<file path="src/verilog/tttal_pkg.sv">
// Constants for the thermal throttle timer and alert block
// Contract
// - Eight-bit limit register sets timer threshold, zero up to 5.825 seconds.
// - Timer above limit sets timer-limit flag in status bit 5 and alert.
// - Mask bit 5 set blocks alert but flag still sets.
// - Limit zero raises alert on the first throttle assertion.
// - Limit one raises alert once cumulative time passes 45.52 ms.
// - Config three bit 1 enables timer monitoring, cleared at reset.
// - Config four bits 1:0 select shared pin; throttle also needs enable. Output drive here needs neither.
// - Full-speed bit set drives running fans at 100% while asserted.
// - Full-speed bit clear leaves fans at present settings.
// - Fans not running are never raised to full speed.
// - Output mode pulls line low when temperature exceeds critical limit.
// - Line stays low while above limit; released at or below.
// - Once asserted, line stays low at least one monitoring cycle.
// - Separate critical limits for remote1, local, remote2 at consecutive addresses.
// - Bit 3 of each channel config enables output assertion for it.
// - Limit at or below -64 offset or -128 twos complement disables channel.
// - Timer accumulates, clears on read, saturates at full scale.
// - Bit 0 sets on first assertion; then 22.76 ms per count.
// - Read during assertion clears, sets bit 0, counts on, checks zero limit.
// - Select 00 tach, 01 throttle, 10 alert, 11 general-purpose I/O.
package tttal_pkg;
    localparam logic [7:0] ADDR_R1_CFG = 8'h5f;
    localparam logic [7:0] ADDR_LOC_CFG = 8'h60;
    localparam logic [7:0] ADDR_R2_CFG = 8'h61;
    localparam logic [7:0] ADDR_R1_CRIT = 8'h6a;
    localparam logic [7:0] ADDR_LOC_CRIT = 8'h6b;
    localparam logic [7:0] ADDR_R2_CRIT = 8'h6c;
    localparam logic [7:0] ADDR_STATUS2 = 8'h42;
    localparam logic [7:0] ADDR_MASK2 = 8'h75;
    localparam logic [7:0] ADDR_CONFIG3 = 8'h78;
    localparam logic [7:0] ADDR_TIMER = 8'h79;
    localparam logic [7:0] ADDR_TLIMIT = 8'h7a;
    localparam logic [7:0] ADDR_CONFIG4 = 8'h7d;
    localparam int BIT_TLIMIT_FLAG = 5;
    localparam int BIT_MASK_TLIMIT = 5;
    localparam int BIT_TIMER_EN = 1;
    localparam int BIT_FULL_SPEED = 2;
    localparam int BIT_CH_OUT_EN = 3;
    localparam logic [7:0] RESET_CFG = 8'h00;
    localparam logic [7:0] RESET_LIMIT = 8'h7f;
    localparam logic [7:0] RESET_TLIMIT = 8'h00;
    localparam logic [7:0] OFFSET_MIN_LIMIT = 8'h00;
    localparam logic [7:0] TWOS_MIN_LIMIT = 8'h80;
    localparam logic [1:0] PIN_TACH = 2'h0;
    localparam logic [1:0] PIN_THROTTLE = 2'h1;
    localparam logic [1:0] PIN_ALERT = 2'h2;
    localparam logic [1:0] PIN_GPIO = 2'h3;
    localparam logic [7:0] DUTY_FULL = 8'hff;
    localparam logic [7:0] DUTY_OFF = 8'h00;
    localparam int CLK_HZ = 20000000;
    localparam int TICK_US = 22760;
    localparam int TICK_CYCLES = (CLK_HZ / 1000) * TICK_US / 1000;
endpackage

</file>
<file path="src/verilog/tttal_top.sv">
// Thermal throttle timer, limit flag, fan full_speed_on_throttle and throttle output drive
`timescale 1ns/10ps
module tttal_top
    import tttal_pkg::*;
#(
    parameter int TICK_CYC = TICK_CYCLES,
    parameter int NFAN = 3
) (
    input wire logic ref_clk,
    input wire logic arst_n,
    input wire logic clk_en,
    input wire logic reg_wr,
    input wire logic reg_rd,
    input wire logic [7:0] reg_addr,
    input wire logic [7:0] reg_wdata,
    output logic [7:0] reg_rdata,
    input wire logic throttle_in,
    output logic throttle_out,
    output logic throttle_oe,
    input wire logic twos_mode,
    input wire logic meas_valid,
    input wire logic [1:0] meas_chan,
    input wire logic [7:0] meas_temp,
    input wire logic meas_quarter,
    input wire logic cycle_done,
    input wire logic [NFAN*8-1:0] fan_duty,
    output logic [NFAN*8-1:0] fan_duty_out,
    output logic smb_alert_n,
    output logic thermal_throttle_line_pin_select
);
    logic [7:0] ch_cfg [3];
    logic [7:0] crit [3];
    logic [7:0] next_ch_cfg [3];
    logic [7:0] next_crit [3];
    logic [7:0] mask2, config3, tlimit, config4;
    logic [7:0] next_mask2, next_config3, next_tlimit, next_config4;
    logic [7:0] timer, next_timer;
    logic [31:0] tick_cnt, next_tick_cnt;
    logic flag, next_flag;
    logic [2:0] over, next_over;
    logic [2:0] held, next_held;
    logic [7:0] next_rdata;
    logic next_thr_out, next_oe, next_alert_n;
    logic [NFAN*8-1:0] next_fan;
    logic mon_on, asserted, timer_rd, hit;
    logic [8:0] timer_cmp;
    logic [31:0] step_end;
    // Value 1 spans two ticks, so bit 1 first sets once two ticks have passed
    localparam int FIRST_TICKS = 2 * TICK_CYC;

    // Throttle monitoring live only with enable and pin select both right; output drive needs neither
    always_comb begin
        mon_on = config3[BIT_TIMER_EN] && (config4[1:0] == PIN_THROTTLE);
        asserted = mon_on && !throttle_in;
        timer_rd = reg_rd && (reg_addr == ADDR_TIMER);
    end

    // Register writes; status clear on read of status is in the limit compare block
    always_comb begin
        next_ch_cfg = ch_cfg;
        next_crit = crit;
        next_mask2 = mask2;
        next_config3 = config3;
        next_tlimit = tlimit;
        next_config4 = config4;
        if (reg_wr) begin
            if (reg_addr == ADDR_R1_CFG) begin
                next_ch_cfg[0] = reg_wdata;
            end else if (reg_addr == ADDR_LOC_CFG) begin
                next_ch_cfg[1] = reg_wdata;
            end else if (reg_addr == ADDR_R2_CFG) begin
                next_ch_cfg[2] = reg_wdata;
            end else if (reg_addr == ADDR_R1_CRIT) begin
                next_crit[0] = reg_wdata;
            end else if (reg_addr == ADDR_LOC_CRIT) begin
                next_crit[1] = reg_wdata;
            end else if (reg_addr == ADDR_R2_CRIT) begin
                next_crit[2] = reg_wdata;
            end else if (reg_addr == ADDR_MASK2) begin
                next_mask2 = reg_wdata;
            end else if (reg_addr == ADDR_CONFIG3) begin
                next_config3 = reg_wdata;
            end else if (reg_addr == ADDR_TLIMIT) begin
                next_tlimit = reg_wdata;
            end else if (reg_addr == ADDR_CONFIG4) begin
                next_config4 = reg_wdata;
            end
        end
    end

    // Cumulative timer; first count spans two ticks, later ones one tick each
    always_comb begin
        step_end = (timer == 8'h01) ? 32'(FIRST_TICKS - 1) : 32'(TICK_CYC - 1);
        next_timer = timer;
        next_tick_cnt = tick_cnt;
        if (timer_rd) begin
            next_timer = asserted ? 8'h01 : 8'h00;
            next_tick_cnt = 32'h0;
        end else if (asserted) begin
            if (timer == 8'h00) begin
                next_timer = 8'h01;
            end else if (timer != 8'hff) begin
                if (tick_cnt >= step_end) begin
                    next_tick_cnt = 32'h0;
                    next_timer = timer + 8'h01;
                end else begin
                    next_tick_cnt = tick_cnt + 32'h1;
                end
            end
        end
    end

    // Limit compare: zero limit trips on first assertion, else time above limit
    always_comb begin
        timer_cmp = {1'b0, next_timer};
        hit = asserted && (tlimit == 8'h00 ? next_timer != 8'h00
            : timer_cmp > {1'b0, tlimit});
        next_flag = flag;
        // Set beats the read clear so a coincident event is kept
        if (reg_rd && reg_addr == ADDR_STATUS2) begin
            next_flag = 1'b0;
        end
        if (hit) begin
            next_flag = 1'b1;
        end
        next_alert_n = !(next_flag && !next_mask2[BIT_MASK_TLIMIT]);
    end

    // Output drive per channel; hold until the next cycle_done
    always_comb begin
        next_over = over;
        next_held = held;
        for (int i = 0; i < 3; i++) begin
            if (cycle_done) begin
                next_held[i] = 1'b0;
            end
            if (meas_valid && meas_chan == 2'(i)) begin
                if (!ch_cfg[i][BIT_CH_OUT_EN] ||
                    (twos_mode ? crit[i] == TWOS_MIN_LIMIT
                               : crit[i] == OFFSET_MIN_LIMIT)) begin
                    next_over[i] = 1'b0;
                end else if (twos_mode ? ($signed(meas_temp) > $signed(crit[i]) ||
                        (meas_temp == crit[i] && meas_quarter))
                        : (meas_temp > crit[i] || (meas_temp == crit[i] && meas_quarter)))
                        begin
                    if (!over[i]) begin
                        next_held[i] = 1'b1;
                    end
                    next_over[i] = 1'b1;
                end else if (!held[i]) begin
                    next_over[i] = 1'b0;
                end
            end
        end
        next_thr_out = 1'b0;
        next_oe = !(|next_over);
    end

    // Fan full_speed_on_throttle only for fans already running
    always_comb begin
        for (int f = 0; f < NFAN; f++) begin
            next_fan[f*8 +: 8] = fan_duty[f*8 +: 8];
            if (config3[BIT_FULL_SPEED] && asserted && fan_duty[f*8 +: 8] != DUTY_OFF) begin
                next_fan[f*8 +: 8] = DUTY_FULL;
            end
        end
    end

    // Read mux
    always_comb begin
        next_rdata = 8'h00;
        if (reg_addr == ADDR_R1_CFG) begin
            next_rdata = ch_cfg[0];
        end else if (reg_addr == ADDR_LOC_CFG) begin
            next_rdata = ch_cfg[1];
        end else if (reg_addr == ADDR_R2_CFG) begin
            next_rdata = ch_cfg[2];
        end else if (reg_addr == ADDR_R1_CRIT) begin
            next_rdata = crit[0];
        end else if (reg_addr == ADDR_LOC_CRIT) begin
            next_rdata = crit[1];
        end else if (reg_addr == ADDR_R2_CRIT) begin
            next_rdata = crit[2];
        end else if (reg_addr == ADDR_STATUS2) begin
            next_rdata = {2'h0, flag, 5'h00};
        end else if (reg_addr == ADDR_MASK2) begin
            next_rdata = mask2;
        end else if (reg_addr == ADDR_CONFIG3) begin
            next_rdata = config3;
        end else if (reg_addr == ADDR_TIMER) begin
            next_rdata = timer;
        end else if (reg_addr == ADDR_TLIMIT) begin
            next_rdata = tlimit;
        end else if (reg_addr == ADDR_CONFIG4) begin
            next_rdata = config4;
        end
    end

    // State registers, frozen while clk_en is low
    always_ff @(posedge ref_clk or negedge arst_n) begin
        if (!arst_n) begin
            for (int i = 0; i < 3; i++) begin
                ch_cfg[i] <= RESET_CFG;
                crit[i] <= RESET_LIMIT;
            end
            mask2 <= RESET_CFG;
            config3 <= RESET_CFG;
            tlimit <= RESET_TLIMIT;
            config4 <= RESET_CFG;
            timer <= 8'h00;
            tick_cnt <= 32'h0;
            flag <= 1'b0;
            over <= 3'h0;
            held <= 3'h0;
            reg_rdata <= 8'h00;
            throttle_out <= 1'b0;
            throttle_oe <= 1'b1;
            smb_alert_n <= 1'b1;
            fan_duty_out <= '0;
            thermal_throttle_line_pin_select <= 1'b0;
        end else if (clk_en) begin
            ch_cfg <= next_ch_cfg;
            crit <= next_crit;
            mask2 <= next_mask2;
            config3 <= next_config3;
            tlimit <= next_tlimit;
            config4 <= next_config4;
            timer <= next_timer;
            tick_cnt <= next_tick_cnt;
            flag <= next_flag;
            over <= next_over;
            held <= next_held;
            reg_rdata <= next_rdata;
            throttle_out <= next_thr_out;
            throttle_oe <= next_oe;
            smb_alert_n <= next_alert_n;
            fan_duty_out <= next_fan;
            thermal_throttle_line_pin_select <= mon_on;
        end
    end

    // Flag reaches the alert within one cycle unless masked
    a_alert_follows: assert property (@(posedge ref_clk) disable iff (!arst_n)
        clk_en && hit && !next_mask2[BIT_MASK_TLIMIT] |=> !smb_alert_n)
        else $error("alert missing after limit hit");
    a_mask_blocks: assert property (@(posedge ref_clk) disable iff (!arst_n)
        mask2[BIT_MASK_TLIMIT] && $stable(mask2) |-> smb_alert_n)
        else $error("alert raised while masked");
    a_off_no_count: assert property (@(posedge ref_clk) disable iff (!arst_n)
        clk_en && !mon_on && !timer_rd |=> $stable(timer))
        else $error("timer moved while disabled");
    a_first_bit: assert property (@(posedge ref_clk) disable iff (!arst_n)
        clk_en && asserted && timer == 8'h00 |=> timer == 8'h01)
        else $error("bit 0 not set on first assertion");
    a_first_step: assert property (@(posedge ref_clk) disable iff (!arst_n)
        clk_en && timer == 8'h01 && !timer_rd && tick_cnt < 32'(FIRST_TICKS - 1)
        |=> timer == 8'h01)
        else $error("first count ended before two ticks");
    a_saturate: assert property (@(posedge ref_clk) disable iff (!arst_n)
        timer == 8'hff && !timer_rd |=> timer == 8'hff)
        else $error("timer left full scale");
    a_read_clear: assert property (@(posedge ref_clk) disable iff (!arst_n)
        clk_en && timer_rd |=> timer == {7'h00, $past(asserted)})
        else $error("timer not cleared on read");
    a_zero_limit: assert property (@(posedge ref_clk) disable iff (!arst_n)
        clk_en && asserted && tlimit == 8'h00 |=> flag)
        else $error("zero limit did not flag");
    a_full_speed_on_throttle_idle: assert property (@(posedge ref_clk) disable iff (!arst_n)
        clk_en && !config3[BIT_FULL_SPEED] |=> fan_duty_out == $past(fan_duty))
        else $error("fans changed without full_speed_on_throttle");
    a_drive_low: assert property (@(posedge ref_clk) disable iff (!arst_n)
        !throttle_oe |-> !throttle_out)
        else $error("throttle driven high");
endmodule // tttal_top

</file>
<file path="config.mk">
export PLATFORM = sky130hd
export DESIGN_NAME = tttal_top
export DESIGN_NICKNAME = d
export VERILOG_FILES = /design/src/verilog/tttal_pkg.sv /design/src/verilog/tttal_top.sv
export SDC_FILE = /design/constraint.sdc
export NUM_CORES = 1
export LEC_CHECK = 0
export BUFFER_PORTS_ARGS = -buffer_cell sky130_fd_sc_hd__buf_2
export CAP_MARGIN = 20
export CORE_MARGIN = 3
export CORE_UTILIZATION = 25
export DETAILED_ROUTE_END_ITERATION = 16
export HOLD_SLACK_MARGIN = 0.08
export PLACE_DENSITY_LB_ADDON = 0.05
export SYNTH_ARGS = -nofsm -noshare
export SYNTH_HDL_FRONTEND = slang
export SYNTH_SLANG_ARGS = --single-unit
</file>
<file path="constraint.sdc">
create_clock -name ref_clk -period 7.5 [get_ports ref_clk]
set_input_delay 1.5 -clock ref_clk [delete_from_list [all_inputs] [get_ports ref_clk]]
set_output_delay 1.5 -clock ref_clk [all_outputs]
set_load 0.05 [all_outputs]
</file>
==> flow_metrics.py <==
metrics = {
    "power": {
        "power.share.switching": 0.280,
        "p_sw_w": 0.000586,
        "clkPwrFrac": 0.431,
        "p_per_area_mw_per_mm2": 203,
        "ir_drop_uv": 154,
        "seqPwrFrac": 0.453,
        "comb_power_share": 0.116,
        "p_leak_nw": 4.70,
        "p_int_w": 0.00150,
    },
    "synthesis": {
        "yosysTopAreaCell": "dfrtp_1",
        "synth_commonest_cells": "dfrtp_1 (139), mux2_2 (70), nor2_1 (70)",
        "ys_seq_elements": 162,
        "synth-xor-area-share": 0.0191,
        "synthCells": 847,
        "synth_area_mm2": 0.00870,
        "synth_most_common_cell": "dfrtp_1",
        "syn_avg_cell_area_um2": 10.3,
        "synth-adder-area-share": 0.0618,
        "yosysWarningCount": 0,
        "synth_top_family_by_area": "compound AO/OA/AOI/OAI gates",
        "synth_edf_count": 0,
        "muxShareOfSynthArea": 0.0998,
        "async_reset_ff_frac": 1.00,
        "synth-simple-area-share": 0.157,
        "synth.yosys.seq_area_share": 0.469,
        "synthTopCellsByArea": "dfrtp_1 (40%), mux2_2 (9.1%), dfstp_2 (6.9%)",
        "syn-num-nets": 950,
        "synth_top_area_share": 0.400,
        "synth_compound_area_frac": 0.159,
        "synthFlopType": "dfrtp_1",
        "yosys.cell_types.count": 68,
    },
    "clocking": {
        "cts.hold.buffers_added": 0,
        "worstSkewPairLatency_ns": 0.44,
        "cts_buffer_depth": 2,
        "post_cts_resized": 0,
        "cts-buffers-inserted": 17,
        "cts_sinks": 162,
        "cts-root-buf": "clkbuf_16",
        "cts_setup_buffers": 0,
        "tritoncts": "built",
        "path_clk_slew_ns": 0.07,
        "htreeDepth": 4,
    },
    "routing": {
        "drt_iter0_markers": 455,
        "routed_via_density": 4.94,
        "drt_pass1_iterations": 5,
        "vias": 6904,
        "wl_per_cell_um": 20.9,
        "post-route-drc-count": 0,
        "drt_wl_total_um": 29200,
        "ant_nets": 0,
    },
    "die": {
        "rows": 67,
        "dieHeight_um": 193,
        "coreArea_mm2": 0.0340,
        "initial_utilization": 0.256,
        "io_pins": 96,
        "die_w_um": 193,
        "die-area_mm2": 0.0371,
    },
    "global_routing": {
        "grt_usage": 0.161,
        "grt-ovfl-total": 0,
        "grt_pass1_wl_um": 44500,
        "antenna_found_initial": 0,
        "grt_max_degree": 58,
        "grt_pass1_vias": 6826,
    },
    "finish": {
        "fin_cells": 1397,
        "insertedDiodeCount": 0,
        "drive_gt1_frac": 0.250,
        "layout.nets": 1039,
        "design_area_mm2": 0.0103,
        "n_fill_cell": 3552,
        "syn_to_final_growth_pct": 18.1,
    },
    "status": {
        "status": "completed",
    },
    "setup_path": {
        "cp.arrival_ns": 5.17,
        "crit_path_end_kind": "flop",
        "path_class": "reg2reg",
        "crit_required_ns": 7.82,
        "crit_start": "timer[7]$_DFFE_PN0P_",
        "path_delay_family": "compound AO/OA/AOI/OAI gates",
        "crit_chain": "nor4_1 > nand3_1 > inv_1 > ha_1 > a21o_1 > a211o_1 > a221o_1 > a21o_4 > and2_4 > o221a_2 > inv_1 > ha_1 > nor2b_1 > o21a_1 > o21ai_0 > a21oi_1 > o22ai_1 > a211oi_1 > a221o_1",
        "critical-path-max-stage-delay_ns": 0.48,
        "crit_path_top_delay_cell": "nor4_1",
        "cp-start-kind": "flop",
        "path_buf_inv": 2,
        "worstReg2RegStart": "timer[7]$_DFFE_PN0P_",
        "crit_fanout": 8,
    },
    "timing": {
        "timing.setup.tns_ns": 0,
        "final_hold_viol_count": 0,
        "fin_crit_sh": 0.646,
        "relSlewSlack": 0.296,
        "rsz0062_at_grt": "false",
        "worst_pin_slew_ns": 1.05,
        "finalCriticalPeriod_ns": 4.85,
        "setup_viol": 0,
        "finClkSkew_ns": 0.0160,
        "maxSlewViolCount": 0,
        "fmax_ghz": 0.206,
    },
    "placement": {
        "dp_cells": 1365,
        "placed_area_mm2": 0.00968,
        "place_hpwl_um": 21600,
        "routabilityCongestion": 0.752,
        "portBuffers": 94,
    },
    "worst_hold_path": {
        "hold_class": "reg2reg",
        "min_from": "fan_duty_out[19]$_DFFE_PN0P_",
    },
    "job": {
        "cap_violations": 0,
    },
}
-- state kept, by name, indices dropped and copies added, names as in the netlist --
register / flops
crit: 24
reg_rdata: 8
ch_cfg: 24
mask2: 8
config4: 8
tlimit: 8
flag: 1
tick_cnt: 32
timer: 8
smb_alert_n: 1
fan_duty_out: 24
held: 3
config3: 8
thermal_throttle_line_pin_select: 1
throttle_oe: 1
over: 3
-- path summary, 6_finish.rpt --
kind / cells past startpoint / to / slack (ns)
setup / recovery: 19 / flag$_DFFE_PN0P_ / 2.65
hold / removal: 1 / fan_duty_out[19]$_DFFE_PN0P_ / 0.49
setup reg to reg: 19 / flag$_DFFE_PN0P_ / 2.65
hold reg to reg: 1 / fan_duty_out[19]$_DFFE_PN0P_ / 0.49
max in group asynchronous: 2 / tick_cnt[15]$_DFFE_PN0P_ / 5.27
min in group asynchronous: 1 / crit[7]$_DFFE_PN0P_ / 1.01
-- routing by layer --
metal,global-route usage,vias up,wire [µm]
met5,0,-,0
met4,0.0333,0,272
met3,0.0363,20,1240
met2,0.229,142,12300
met1,0.249,3423,15400
li1,-,3319,-
-- area by class of cell --
type	count	area [µm²]	area share
inverter	45	169	0.0164
sequential	162	4080	0.397
clock buffer	22	464	0.0452
multi-input combinational	608	4330	0.422
tap	448	561	0.0546
clock inverter	10	128	0.0124
timing repair buffer	102	537	0.0522
-- cell families after synthesis --
logic type / count (synthesis)
and+or+nand+nor: 269
AOI/OAI and AO/OA: 198
DFF: 162
muxes: 78
buffers and inverters: 77
adders and majority gates: 43
xor gates and xnor gates: 19
other: 1
-- metrics by stage --
stage	total power, W	setup slack (ns)	hold WS [ns]	utilization
after global routing	0.00219	2.31	0.504	0.303
final	0.00209	2.65	0.493	0.303
after floorplan	0.00110	3.29	0.463	-
after CTS	0.00212	2.62	0.499	0.303
after global placement	0.00121	2.72	0.479	0.285
after detailed placement	0.00121	2.65	0.483	0.285
-- placed cells by master (no fill, tap or decap), drive strengths merged, types with 15 or more instances in the layout --
| master | instances |
|---|---|
| mux2 | 70 |
| nand3 | 23 |
| buf | 102 |
| nor4 | 15 |
| nand2 | 66 |
| dfstp | 23 |
| o21ai | 49 |
| clkbuf | 22 |
| a221oi | 15 |
| nand4 | 21 |
| dfrtp | 139 |
| ha | 43 |
| o22a | 24 |
| a21oi | 45 |
| inv | 47 |
| nor2 | 70 |
-- power by group through the flow --
| stage | Sequential, W | Combinational [W] | Clock, W |
|---|---|---|---|
| 5_1_grt | 0.000951 | 0.000267 | 0.000967 |
| 3_3_place_gp | 0.000964 | 0.000250 | 0 |
| 4_1_cts | 0.000947 | 0.000247 | 0.000930 |
| 2_1_floorplan | 0.00101 | 0.0000964 | 0 |
| 3_5_place_dp | 0.000963 | 0.000246 | 0 |
| 6_report | 0.000946 | 0.000242 | 0.000901 |
No activity file was read; power rests on OpenSTA's default activity.
